--- config.mk ---
export PLATFORM = sky130hd
export DESIGN_NAME = interval_timer_channels
export DESIGN_NICKNAME = d
export VERILOG_FILES = /design/src/hw/interval_timer_pkg.sv /design/src/hw/clock_prescaler.sv /design/src/hw/timer_channel.sv /design/src/hw/interval_timer_channels.sv
export VERILOG_INCLUDE_DIRS = /design/src /design/src/hw
export SDC_FILE = /design/constraint.sdc
export NUM_CORES = 1
export LEC_CHECK = 0
export BUFFER_PORTS_ARGS = -buffer_cell sky130_fd_sc_hd__buf_2
export CORE_UTILIZATION = 30
export CTS_BUF_LIST = sky130_fd_sc_hd__clkbuf_8
export CTS_CLUSTER_DIAMETER = 120
export DETAILED_ROUTE_END_ITERATION = 10
export PLACE_DENSITY = 0.53
export SETUP_SLACK_MARGIN = 0.4
export SLEW_MARGIN = 20
export SYNTH_ARGS = -nofsm -noshare
export SYNTH_HDL_FRONTEND = slang
export SYNTH_SLANG_ARGS = --single-unit
--- constraint.sdc ---
create_clock -name clk -period 7.6 [get_ports clk]
set_clock_uncertainty 0.05 [all_clocks]
set_input_delay 1.52 -clock clk [delete_from_list [all_inputs] [get_ports clk]]
set_output_delay 1.52 -clock clk [all_outputs]
set_load 0.03 [all_outputs]
--- src/hw/interval_timer_defs.svh ---
`ifndef INTERVAL_TIMER_DEFS_SVH
`define INTERVAL_TIMER_DEFS_SVH

// register byte offsets on the apb slave
`define PERIPH_EN_OFF     8'h00
`define PRESCALER_OFF     8'h04
`define TRIG_MODE_OFF     8'h08
`define WAIT_MODE_OFF     8'h0C
`define TRIG_PERIOD_OFF   8'h10
`define WAIT_PERIOD_OFF   8'h14
`define TRIG_COUNT_OFF    8'h18
`define WAIT_COUNT_OFF    8'h1C
`define START_OFF         8'h20
`define STOP_OFF          8'h24
`define RUN_STATUS_OFF    8'h28
`define IRQ_STATUS_OFF    8'h2C
`define IRQ_MASK_OFF      8'h30

// mode register field positions
`define MODE_MD_LSB       0
`define MODE_MD_MSB       3
`define MODE_STS_LSB      8
`define MODE_STS_MSB      10
`define MODE_SPLIT_BIT    11
`define MODE_CCS_BIT      12
`define MODE_MASTER_BIT   13
`define MODE_CKS_LSB      14
`define MODE_CKS_MSB      15

// prescaler register fields: clock a in [3:0], clock b in [7:4]
`define PRS_A_LSB         0
`define PRS_B_LSB         4

// reset values
`define MODE_RST          16'h0000
`define PRESCALER_RST     8'h00
`define TRIG_PERIOD_RST   16'h7CFF
`define WAIT_PERIOD_RST   16'h001F

// timing: 1 ms trigger at the undivided count clock
`define SYS_CLK_HZ        32000000
`define TRIG_INTERVAL_US  1000

`endif

--- src/hw/interval_timer_pkg.sv ---
package interval_timer_pkg;
   typedef enum logic {
      CH_IDLE,
      CH_COUNTING
   } chan_state_e;
   typedef logic [15:0] count_t;
   typedef logic [7:0]  reg_addr_t;
endpackage

--- src/hw/clock_prescaler.sv ---
`timescale 1ns/100ps
// two prescaled count enables, each clk divided by 2^n
module clock_prescaler (
   input  wire logic       clk,
   input  wire logic       reset_n,
   input  wire logic       run,
   input  wire logic [3:0] div_a,
   input  wire logic [3:0] div_b,
   output logic            tick_a,
   output logic            tick_b
);
   logic [15:0] free_cnt;
   logic [15:0] mask_a;
   logic [15:0] mask_b;

   // a zero selector gives all-zero mask, so the tick is every cycle
   assign mask_a = 16'((17'h00001 << div_a) - 17'h00001);
   assign mask_b = 16'((17'h00001 << div_b) - 17'h00001);
   assign tick_a = run && ((free_cnt & mask_a) == mask_a);
   assign tick_b = run && ((free_cnt & mask_b) == mask_b);

   // held at zero while the unit has no clock supply
   always_ff @(posedge clk or negedge reset_n) begin
      if (!reset_n)
         free_cnt <= 16'h0000;
      else if (!run)
         free_cnt <= 16'h0000;
      else
         free_cnt <= free_cnt + 16'h0001;
   end
endmodule

--- src/hw/timer_channel.sv ---
`timescale 1ns/100ps
// one interval-timer channel: down counter with reload
module timer_channel (
   input  wire logic                          clk,
   input  wire logic                          reset_n,
   input  wire logic                          tick,
   input  wire logic                          start,
   input  wire logic                          stop,
   input  wire interval_timer_pkg::count_t    period,
   input  wire logic                          split,
   input  wire logic                          start_irq,
   output logic                               running,
   output interval_timer_pkg::count_t         count,
   output logic                               period_irq
);
   import interval_timer_pkg::*;

   chan_state_e state;
   count_t      reload;
   logic        at_end;

   // split mode uses only the low byte; otherwise a full 16-bit count
   assign reload  = split ? {8'h00, period[7:0]} : period;
   assign at_end  = (count == 16'h0000);
   assign running = (state == CH_COUNTING);

   always_ff @(posedge clk or negedge reset_n) begin
      if (!reset_n) begin
         state      <= CH_IDLE;
         count      <= 16'h0000;
         period_irq <= 1'b0;
      end else begin
         period_irq <= 1'b0;
         unique case (state)
            CH_IDLE: begin
               if (start) begin
                  state      <= CH_COUNTING;
                  count      <= reload;
                  period_irq <= start_irq;
               end
            end
            CH_COUNTING: begin
               if (stop) begin
                  state <= CH_IDLE;
               end else if (start) begin
                  count <= reload; // restart reloads at once
               end else if (tick && at_end) begin
                  count      <= reload;
                  period_irq <= 1'b1;
               end else if (tick) begin
                  count <= count - 16'h0001;
               end
            end
         endcase
      end
   end
endmodule

--- src/hw/interval_timer_channels.sv ---
// Design decisions made here: the address map and the APB slave port.
`timescale 1ns/100ps
`include "interval_timer_defs.svh"

// Function
// no clock or register access until enabled
// trigger mode zero: interval, no start interrupt
// wait mode zero: interval, no start interrupt
// prescaler zero runs at system clock
// clock select zero picks prescaled clock a
// count source zero counts operating clock
// master zero means independent channel
// split zero means one 16-bit counter
// start source zero: software start only
// period is data value plus one ticks
// trigger channel interrupt starts the converter
// software loads 7CFF for 1 ms wait
// software loads 1F for 1 us wait
// reload at end, pulse interrupt, keep counting
module interval_timer_channels (
   input  wire logic                          clk,
   input  wire logic                          reset_n,
   input  wire logic                          psel,
   input  wire logic                          penable,
   input  wire logic                          pwrite,
   input  wire interval_timer_pkg::reg_addr_t paddr,
   input  wire logic [31:0]                   pwdata,
   output logic [31:0]                        prdata,
   output logic                               pready,
   output logic                               pslverr,
   output logic                               trigger_period_irq,
   output logic                               wait_period_irq,
   output logic                               irq
);
   import interval_timer_pkg::*;

   localparam int NCH = 2;
   localparam int TRIG = 0;
   localparam int WAIT = 1;

   // software-visible state
   logic           timer_unit_clock_enable;
   logic [7:0]     prescaler_select_reg;
   logic [15:0]    mode_reg [NCH];
   count_t         period_reg [NCH];
   logic [NCH-1:0] irq_status;
   logic [NCH-1:0] irq_mask;

   // per-channel wiring
   logic [NCH-1:0] ch_tick;
   logic [NCH-1:0] ch_start;
   logic [NCH-1:0] ch_stop;
   logic [NCH-1:0] ch_running;
   logic [NCH-1:0] ch_event;
   count_t         ch_count [NCH];

   logic           prescaled_clock_a;
   logic           prescaled_clock_b;

   // bus decode
   logic           setup_phase;
   logic           access_phase;
   logic           wr_stb;
   logic           rd_setup;
   logic           hit_en;
   logic           hit_prs;
   logic           hit_tmode;
   logic           hit_wmode;
   logic           hit_tper;
   logic           hit_wper;
   logic           hit_tcnt;
   logic           hit_wcnt;
   logic           hit_start;
   logic           hit_stop;
   logic           hit_run;
   logic           hit_ists;
   logic           hit_imask;
   logic           mapped;
   logic           unit_open;
   logic [31:0]    next_prdata;

   assign setup_phase  = psel && !penable;
   assign access_phase = psel && penable;
   assign pready       = 1'b1;

   assign hit_en    = (paddr == `PERIPH_EN_OFF);
   assign hit_prs   = (paddr == `PRESCALER_OFF);
   assign hit_tmode = (paddr == `TRIG_MODE_OFF);
   assign hit_wmode = (paddr == `WAIT_MODE_OFF);
   assign hit_tper  = (paddr == `TRIG_PERIOD_OFF);
   assign hit_wper  = (paddr == `WAIT_PERIOD_OFF);
   assign hit_tcnt  = (paddr == `TRIG_COUNT_OFF);
   assign hit_wcnt  = (paddr == `WAIT_COUNT_OFF);
   assign hit_start = (paddr == `START_OFF);
   assign hit_stop  = (paddr == `STOP_OFF);
   assign hit_run   = (paddr == `RUN_STATUS_OFF);
   assign hit_ists  = (paddr == `IRQ_STATUS_OFF);
   assign hit_imask = (paddr == `IRQ_MASK_OFF);

   assign mapped = hit_en | hit_prs | hit_tmode | hit_wmode | hit_tper
                 | hit_wper | hit_tcnt | hit_wcnt | hit_start | hit_stop
                 | hit_run | hit_ists | hit_imask;

   // the enable register itself must stay reachable, the rest is locked
   assign unit_open = timer_unit_clock_enable;
   assign pslverr   = access_phase && !mapped;
   assign wr_stb    = access_phase && pwrite && mapped && pready;
   assign rd_setup  = setup_phase && !pwrite;

   // read mux: locked registers read as zero while the unit is off
   always_comb begin
      next_prdata = 32'h0000_0000;
      if (hit_en)
         next_prdata = {31'h0000_0000, timer_unit_clock_enable};
      else if (unit_open) begin
         if (hit_prs)
            next_prdata = {24'h00_0000, prescaler_select_reg};
         else if (hit_tmode)
            next_prdata = {16'h0000, mode_reg[TRIG]};
         else if (hit_wmode)
            next_prdata = {16'h0000, mode_reg[WAIT]};
         else if (hit_tper)
            next_prdata = {16'h0000, period_reg[TRIG]};
         else if (hit_wper)
            next_prdata = {16'h0000, period_reg[WAIT]};
         else if (hit_tcnt)
            next_prdata = {16'h0000, ch_count[TRIG]};
         else if (hit_wcnt)
            next_prdata = {16'h0000, ch_count[WAIT]};
         else if (hit_run)
            next_prdata = {30'h0000_0000, ch_running};
         else if (hit_ists)
            next_prdata = {30'h0000_0000, irq_status};
         else if (hit_imask)
            next_prdata = {30'h0000_0000, irq_mask};
      end
   end

   // read data is captured in the setup cycle so it is a flop output
   always_ff @(posedge clk or negedge reset_n) begin
      if (!reset_n)
         prdata <= 32'h0000_0000;
      else if (rd_setup)
         prdata <= next_prdata;
   end

   // clock-supply enable, always writable
   always_ff @(posedge clk or negedge reset_n) begin
      if (!reset_n)
         timer_unit_clock_enable <= 1'b0;
      else if (wr_stb && hit_en)
         timer_unit_clock_enable <= pwdata[0];
   end

   // prescaler select; locked while the unit has no clock
   always_ff @(posedge clk or negedge reset_n) begin
      if (!reset_n)
         prescaler_select_reg <= `PRESCALER_RST;
      else if (wr_stb && hit_prs && unit_open)
         prescaler_select_reg <= pwdata[7:0];
   end

   // mode and period registers of both channels
   always_ff @(posedge clk or negedge reset_n) begin
      if (!reset_n) begin
         mode_reg[TRIG]   <= `MODE_RST;
         mode_reg[WAIT]   <= `MODE_RST;
         period_reg[TRIG] <= `TRIG_PERIOD_RST;
         period_reg[WAIT] <= `WAIT_PERIOD_RST;
      end else if (wr_stb && unit_open) begin
         if (hit_tmode)
            mode_reg[TRIG] <= pwdata[15:0];
         if (hit_wmode)
            mode_reg[WAIT] <= pwdata[15:0];
         if (hit_tper)
            period_reg[TRIG] <= pwdata[15:0];
         if (hit_wper)
            period_reg[WAIT] <= pwdata[15:0];
      end
   end

   // interrupt mask
   always_ff @(posedge clk or negedge reset_n) begin
      if (!reset_n)
         irq_mask <= 2'b00;
      else if (wr_stb && hit_imask && unit_open)
         irq_mask <= pwdata[NCH-1:0];
   end

   // sticky status, write one to clear; a new event beats the clear
   always_ff @(posedge clk or negedge reset_n) begin
      if (!reset_n)
         irq_status <= 2'b00;
      else if (wr_stb && hit_ists && unit_open)
         irq_status <= (irq_status & ~pwdata[NCH-1:0]) | ch_event;
      else
         irq_status <= irq_status | ch_event;
   end

   assign irq = |(irq_status & irq_mask);

   // prescaled count enables, stopped while the unit is unclocked
   clock_prescaler u_prescaler (
      .clk     (clk),
      .reset_n (reset_n),
      .run     (timer_unit_clock_enable),
      .div_a   (prescaler_select_reg[`PRS_A_LSB +: 4]),
      .div_b   (prescaler_select_reg[`PRS_B_LSB +: 4]),
      .tick_a  (prescaled_clock_a),
      .tick_b  (prescaled_clock_b)
   );

   genvar g;
   generate
      for (g = 0; g < NCH; g++) begin : g_ch
         logic [1:0] clock_sel;
         logic [2:0] start_src;
         logic [3:0] op_mode;
         logic       channel_operating_clock;
         logic       channel_count_clock;
         logic       soft_start;

         assign clock_sel = mode_reg[g][`MODE_CKS_MSB:`MODE_CKS_LSB];
         assign start_src = mode_reg[g][`MODE_STS_MSB:`MODE_STS_LSB];
         assign op_mode   = mode_reg[g][`MODE_MD_MSB:`MODE_MD_LSB];

         // only code zero picks clock a; other codes fall to clock b
         assign channel_operating_clock = (clock_sel == 2'b00)
                                        ? prescaled_clock_a
                                        : prescaled_clock_b;

         // no other count source exists, so a set selector halts it
         assign channel_count_clock = channel_operating_clock
                                    && !mode_reg[g][`MODE_CCS_BIT];

         assign ch_tick[g] = channel_count_clock && timer_unit_clock_enable;

         // start bit written by software; hardware sources not wired
         assign soft_start  = wr_stb && hit_start && unit_open
                            && pwdata[g];
         assign ch_start[g] = soft_start && (start_src == 3'b000);
         // stop wins when the unit loses its clock
         assign ch_stop[g]  = (wr_stb && hit_stop && unit_open && pwdata[g])
                            || !timer_unit_clock_enable;

         // each channel is started only by its own trigger, never slaved
         timer_channel u_channel (
            .clk        (clk),
            .reset_n    (reset_n),
            .tick       (ch_tick[g]),
            .start      (ch_start[g]),
            .stop       (ch_stop[g]),
            .period     (period_reg[g]),
            .split      (mode_reg[g][`MODE_SPLIT_BIT]),
            .start_irq  (op_mode[0]),
            .running    (ch_running[g]),
            .count      (ch_count[g]),
            .period_irq (ch_event[g])
         );
      end
   endgenerate

   // one-cycle pulses out; the trigger one feeds the converter start
   assign trigger_period_irq = ch_event[TRIG];
   assign wait_period_irq    = ch_event[WAIT];
endmodule

==> reports/metrics.cfg <==
[yosys]
synth_top_area_share_pct=37.6
yosysWarnings=0
async_reset_ff_share_pct=100
ys_seq_area_share_pct=43.2
syn_area_mm2=0.00839
synthTopCellsByArea=dfrtp_1, mux2_2, dfstp_2
synth_edf_count=0
synth_ff_type=dfrtp_1
syn_inst=854
syn_avg_cell_area_um2=9.82
synth_seq_cells=144
synth_cell_types=80
yosys.area.top_type=dfrtp_1

[setup_path]
critical_path.max_stage_delay_ps=540
timing.rr.end=g_ch[0].u_channel.count[2]$_DFFE_PN0P_
cp-start-kind=input pin
path_common_cell=buf_2
startpoint=paddr[2]
cp-end-kind=primary output
cp.depth=5
path_buf_inv=2
slowest_stage=buf_2
cp_top_family=buffers and inverters
reg2reg_setup_slack_ps=3410
cp_data_required_time_ps=6030
endpoint=pslverr
crit_type=in2out
cp_cell_sequence=buf_2, or4_1, nand3_1, a21oi_1, buf_2
reg2reg_from=prescaler_select_reg[0]$_DFFE_PN0P_
worstRegToRegCells=11
crit_fanout=24
cp.arrival_ps=3210

[routing]
drt_iter0_drc=645
viasPerCell=5.37
vias=6771
wl_per_cell_um=19.6
drtAntennaViolNets=0
routed_wirelength_um=24700
dr.pass1.iters=8
drc=0

[power]
p_int_mw=1.09
peakVddDrop_uv=90.2
powerDensity_mw_per_mm2=157
finalPower_mw=1.46
p_comb_share_pct=4.1
leakagePower_nw=3.89
power_frac_clock_pct=43.2
switching_share_pct=24.8
seqPwrFrac_pct=52.7
switchingPower_uw=361

[floorplan]
die_x_um=169
rows=60
die-area_mm2=0.0286
num_io_pins=82
start_util_pct=30.9
coreArea_mm2=0.0272
dieHeight_um=169

[clock_network]
clock_latency_ps=480
clock_sinks=144
cts_buffers=17
cts_root_buffer=clkbuf_8
ctsHoldBuffers=0
cts_tree=done
clkTransAtPathRegs_ps=80
ctsResizeCount=0
postCtsSetupBuffers=0
ctsLongestPathBuffers=2
h-tree-depth=4

[layout]
nets=928
n_antenna_cell=0
fillers=2842
syn2layout_area_growth_pct=10.6
layout-drive-gt1-share_pct=23.3

[sta]
finalCriticalPeriod_ps=4780
worst_hold_slack_ps=425
tns_ps=0
slew_violations=0
worstMarginPinSlew_ps=1090
rsz0062_at_grt=false
hold_viol=0
slew_headroom_pct=26.9
timing.final.crit_share_pct=62.8
fmax_mhz=209
timing.final.setup_violations=0

[grt]
grt_use_total_pct=18.0
antenna_found_initial=0
grt_pass1_vias=6583
grt.overflow.total=0
grt_pass1_wl_um=39000
grt_max_degree=97

[placed_design]
hpwl_um=17200
place_congestion=0.831
io_buffers=48

[run_status]
outcome=finished clean

[job]
maxCapViolCount=0

[min_path]
hold_class=reg2reg

[stage by stage]
step | setup WS [ps] | util (%) | area [µm²] | instances
CTS | 2790 | 34.1 | 9260 | 1262
detailed placement | 2510 | 32.7 | 8870 | 1231
global placement | 2560 | 32.7 | 8870 | 1231
floorplan | 3340 | - | 8440 | 869
global route | 2730 | 34.1 | 9280 | 1262
finish | 2820 | 34.1 | 9280 | 1262
[logic make-up after synthesis]
| logic type | count (synthesis) | share of synthesized area, % |
|---|---|---|
| multiplexers | 105 | 13.8 |
| other | 2 | 0.0895 |
| flip-flops | 144 | 43.2 |
| adder cells (fa/ha/maj) | 5 | 0.746 |
| AND/OR/NAND/NOR | 296 | 18.3 |
| buffers and inverters | 82 | 4.94 |
| XOR/XNOR | 13 | 1.36 |
| AO/OA/AOI/OAI | 207 | 17.5 |
[cell usage after synthesis, drive strengths merged (7+ instances only)]
cell type / count
dfstp: 18
nor3b: 9
and3: 7
nand2b: 11
nor2: 65
a22oi: 13
mux2i: 27
o21a: 7
nand3b: 8
dfrtp: 126
a22o: 10
nand2: 75
o21ai: 44
or2: 7
nor3: 31
nor4: 9
a222oi: 8
nand3: 29
nor2b: 9
nand4: 8
clkbuf: 29
xor2: 7
inv: 17
a21oi: 41
mux2: 78
buf: 36
[cells in the final DEF (no fill, tap or decap), types with 8 or more instances in the layout]
cell type / n
nand3_1: 29
nor3_1: 26
a22oi_1: 13
a21oi_1: 40
nand4_1: 8
nor3b_1: 9
nor2_1: 62
nand2b_1: 11
nand3b_1: 8
conb_1: 17
nor4_1: 8
buf_2: 47
a222oi_1: 8
nand2_1: 75
mux2_2: 75
inv_1: 21
nor2b_1: 8
dfrtp_1: 126
a22o_1: 10
o21ai_0: 43
clkbuf_8: 17
mux2i_1: 27
dfstp_2: 18
[power groups by stage]
stage | combinational (mW) | clock, mW | sequential, mW
6_report | 0.0602 | 0.628 | 0.767
5_1_grt | 0.0670 | 0.677 | 0.767
4_1_cts | 0.0614 | 0.645 | 0.767
3_5_place_dp | 0.0613 | 0 | 0.781
3_3_place_gp | 0.0613 | 0 | 0.781
2_1_floorplan | 0.0319 | 0 | 0.781
[worst register-to-register path, cell delays in order, from the launching register on]
cell and delay [ps]:
dfrtp_1 640, nor2_1 190, nand2_1 100, ha_1 370, or3b_2 480, a211oi_1 280, a2111oi_0 140, and4b_1 310
mux2_4 340, a31oi_4 580, mux2_2 420, o22a_1 190
[worst min path at each step]
stage | depth (start not counted) | end | startpoint
global placement | 1 | prdata[2]$_DFFE_PN0P_ | prdata[2]$_DFFE_PN0P_
floorplan | 1 | g_ch[0].u_channel.count[15]$_DFFE_PN0P_ | period_reg[31]$_DFFE_PN0P_
finish | 1 | prdata[2]$_DFFE_PN0P_ | prdata[2]$_DFFE_PN0P_
global route | 2 | prdata[5]$_DFFE_PN0P_ | prdata[5]$_DFFE_PN0P_
CTS | 1 | prdata[2]$_DFFE_PN0P_ | prdata[2]$_DFFE_PN0P_
detailed placement | 1 | prdata[2]$_DFFE_PN0P_ | prdata[2]$_DFFE_PN0P_
[layout make-up]
cell class	instances	area, µm²	area share [%]
clock inverters	14	154	1.66
flip-flops and latches	144	3630	39.1
repair buffers	55	299	3.22
multi-input cells	643	4430	47.8
clock buffers	17	234	2.52
inverters	17	63.8	0.688
well taps	372	465	5.02
[per-layer routing]
metal / share of wire, % / global-route usage [%] / wire (µm) / up-vias
met2: 46 / 27.9 / 11300 / 204
li1: - / - / - / 3174
met3: 4.8 / 3.64 / 1190 / 45
met4: 3.5 / 8.58 / 866 / 0
met5: 0 / 0 / 0 / -
met1: 46 / 24.0 / 11300 / 3348
Note: power is estimated with default switching activity, not from simulation.
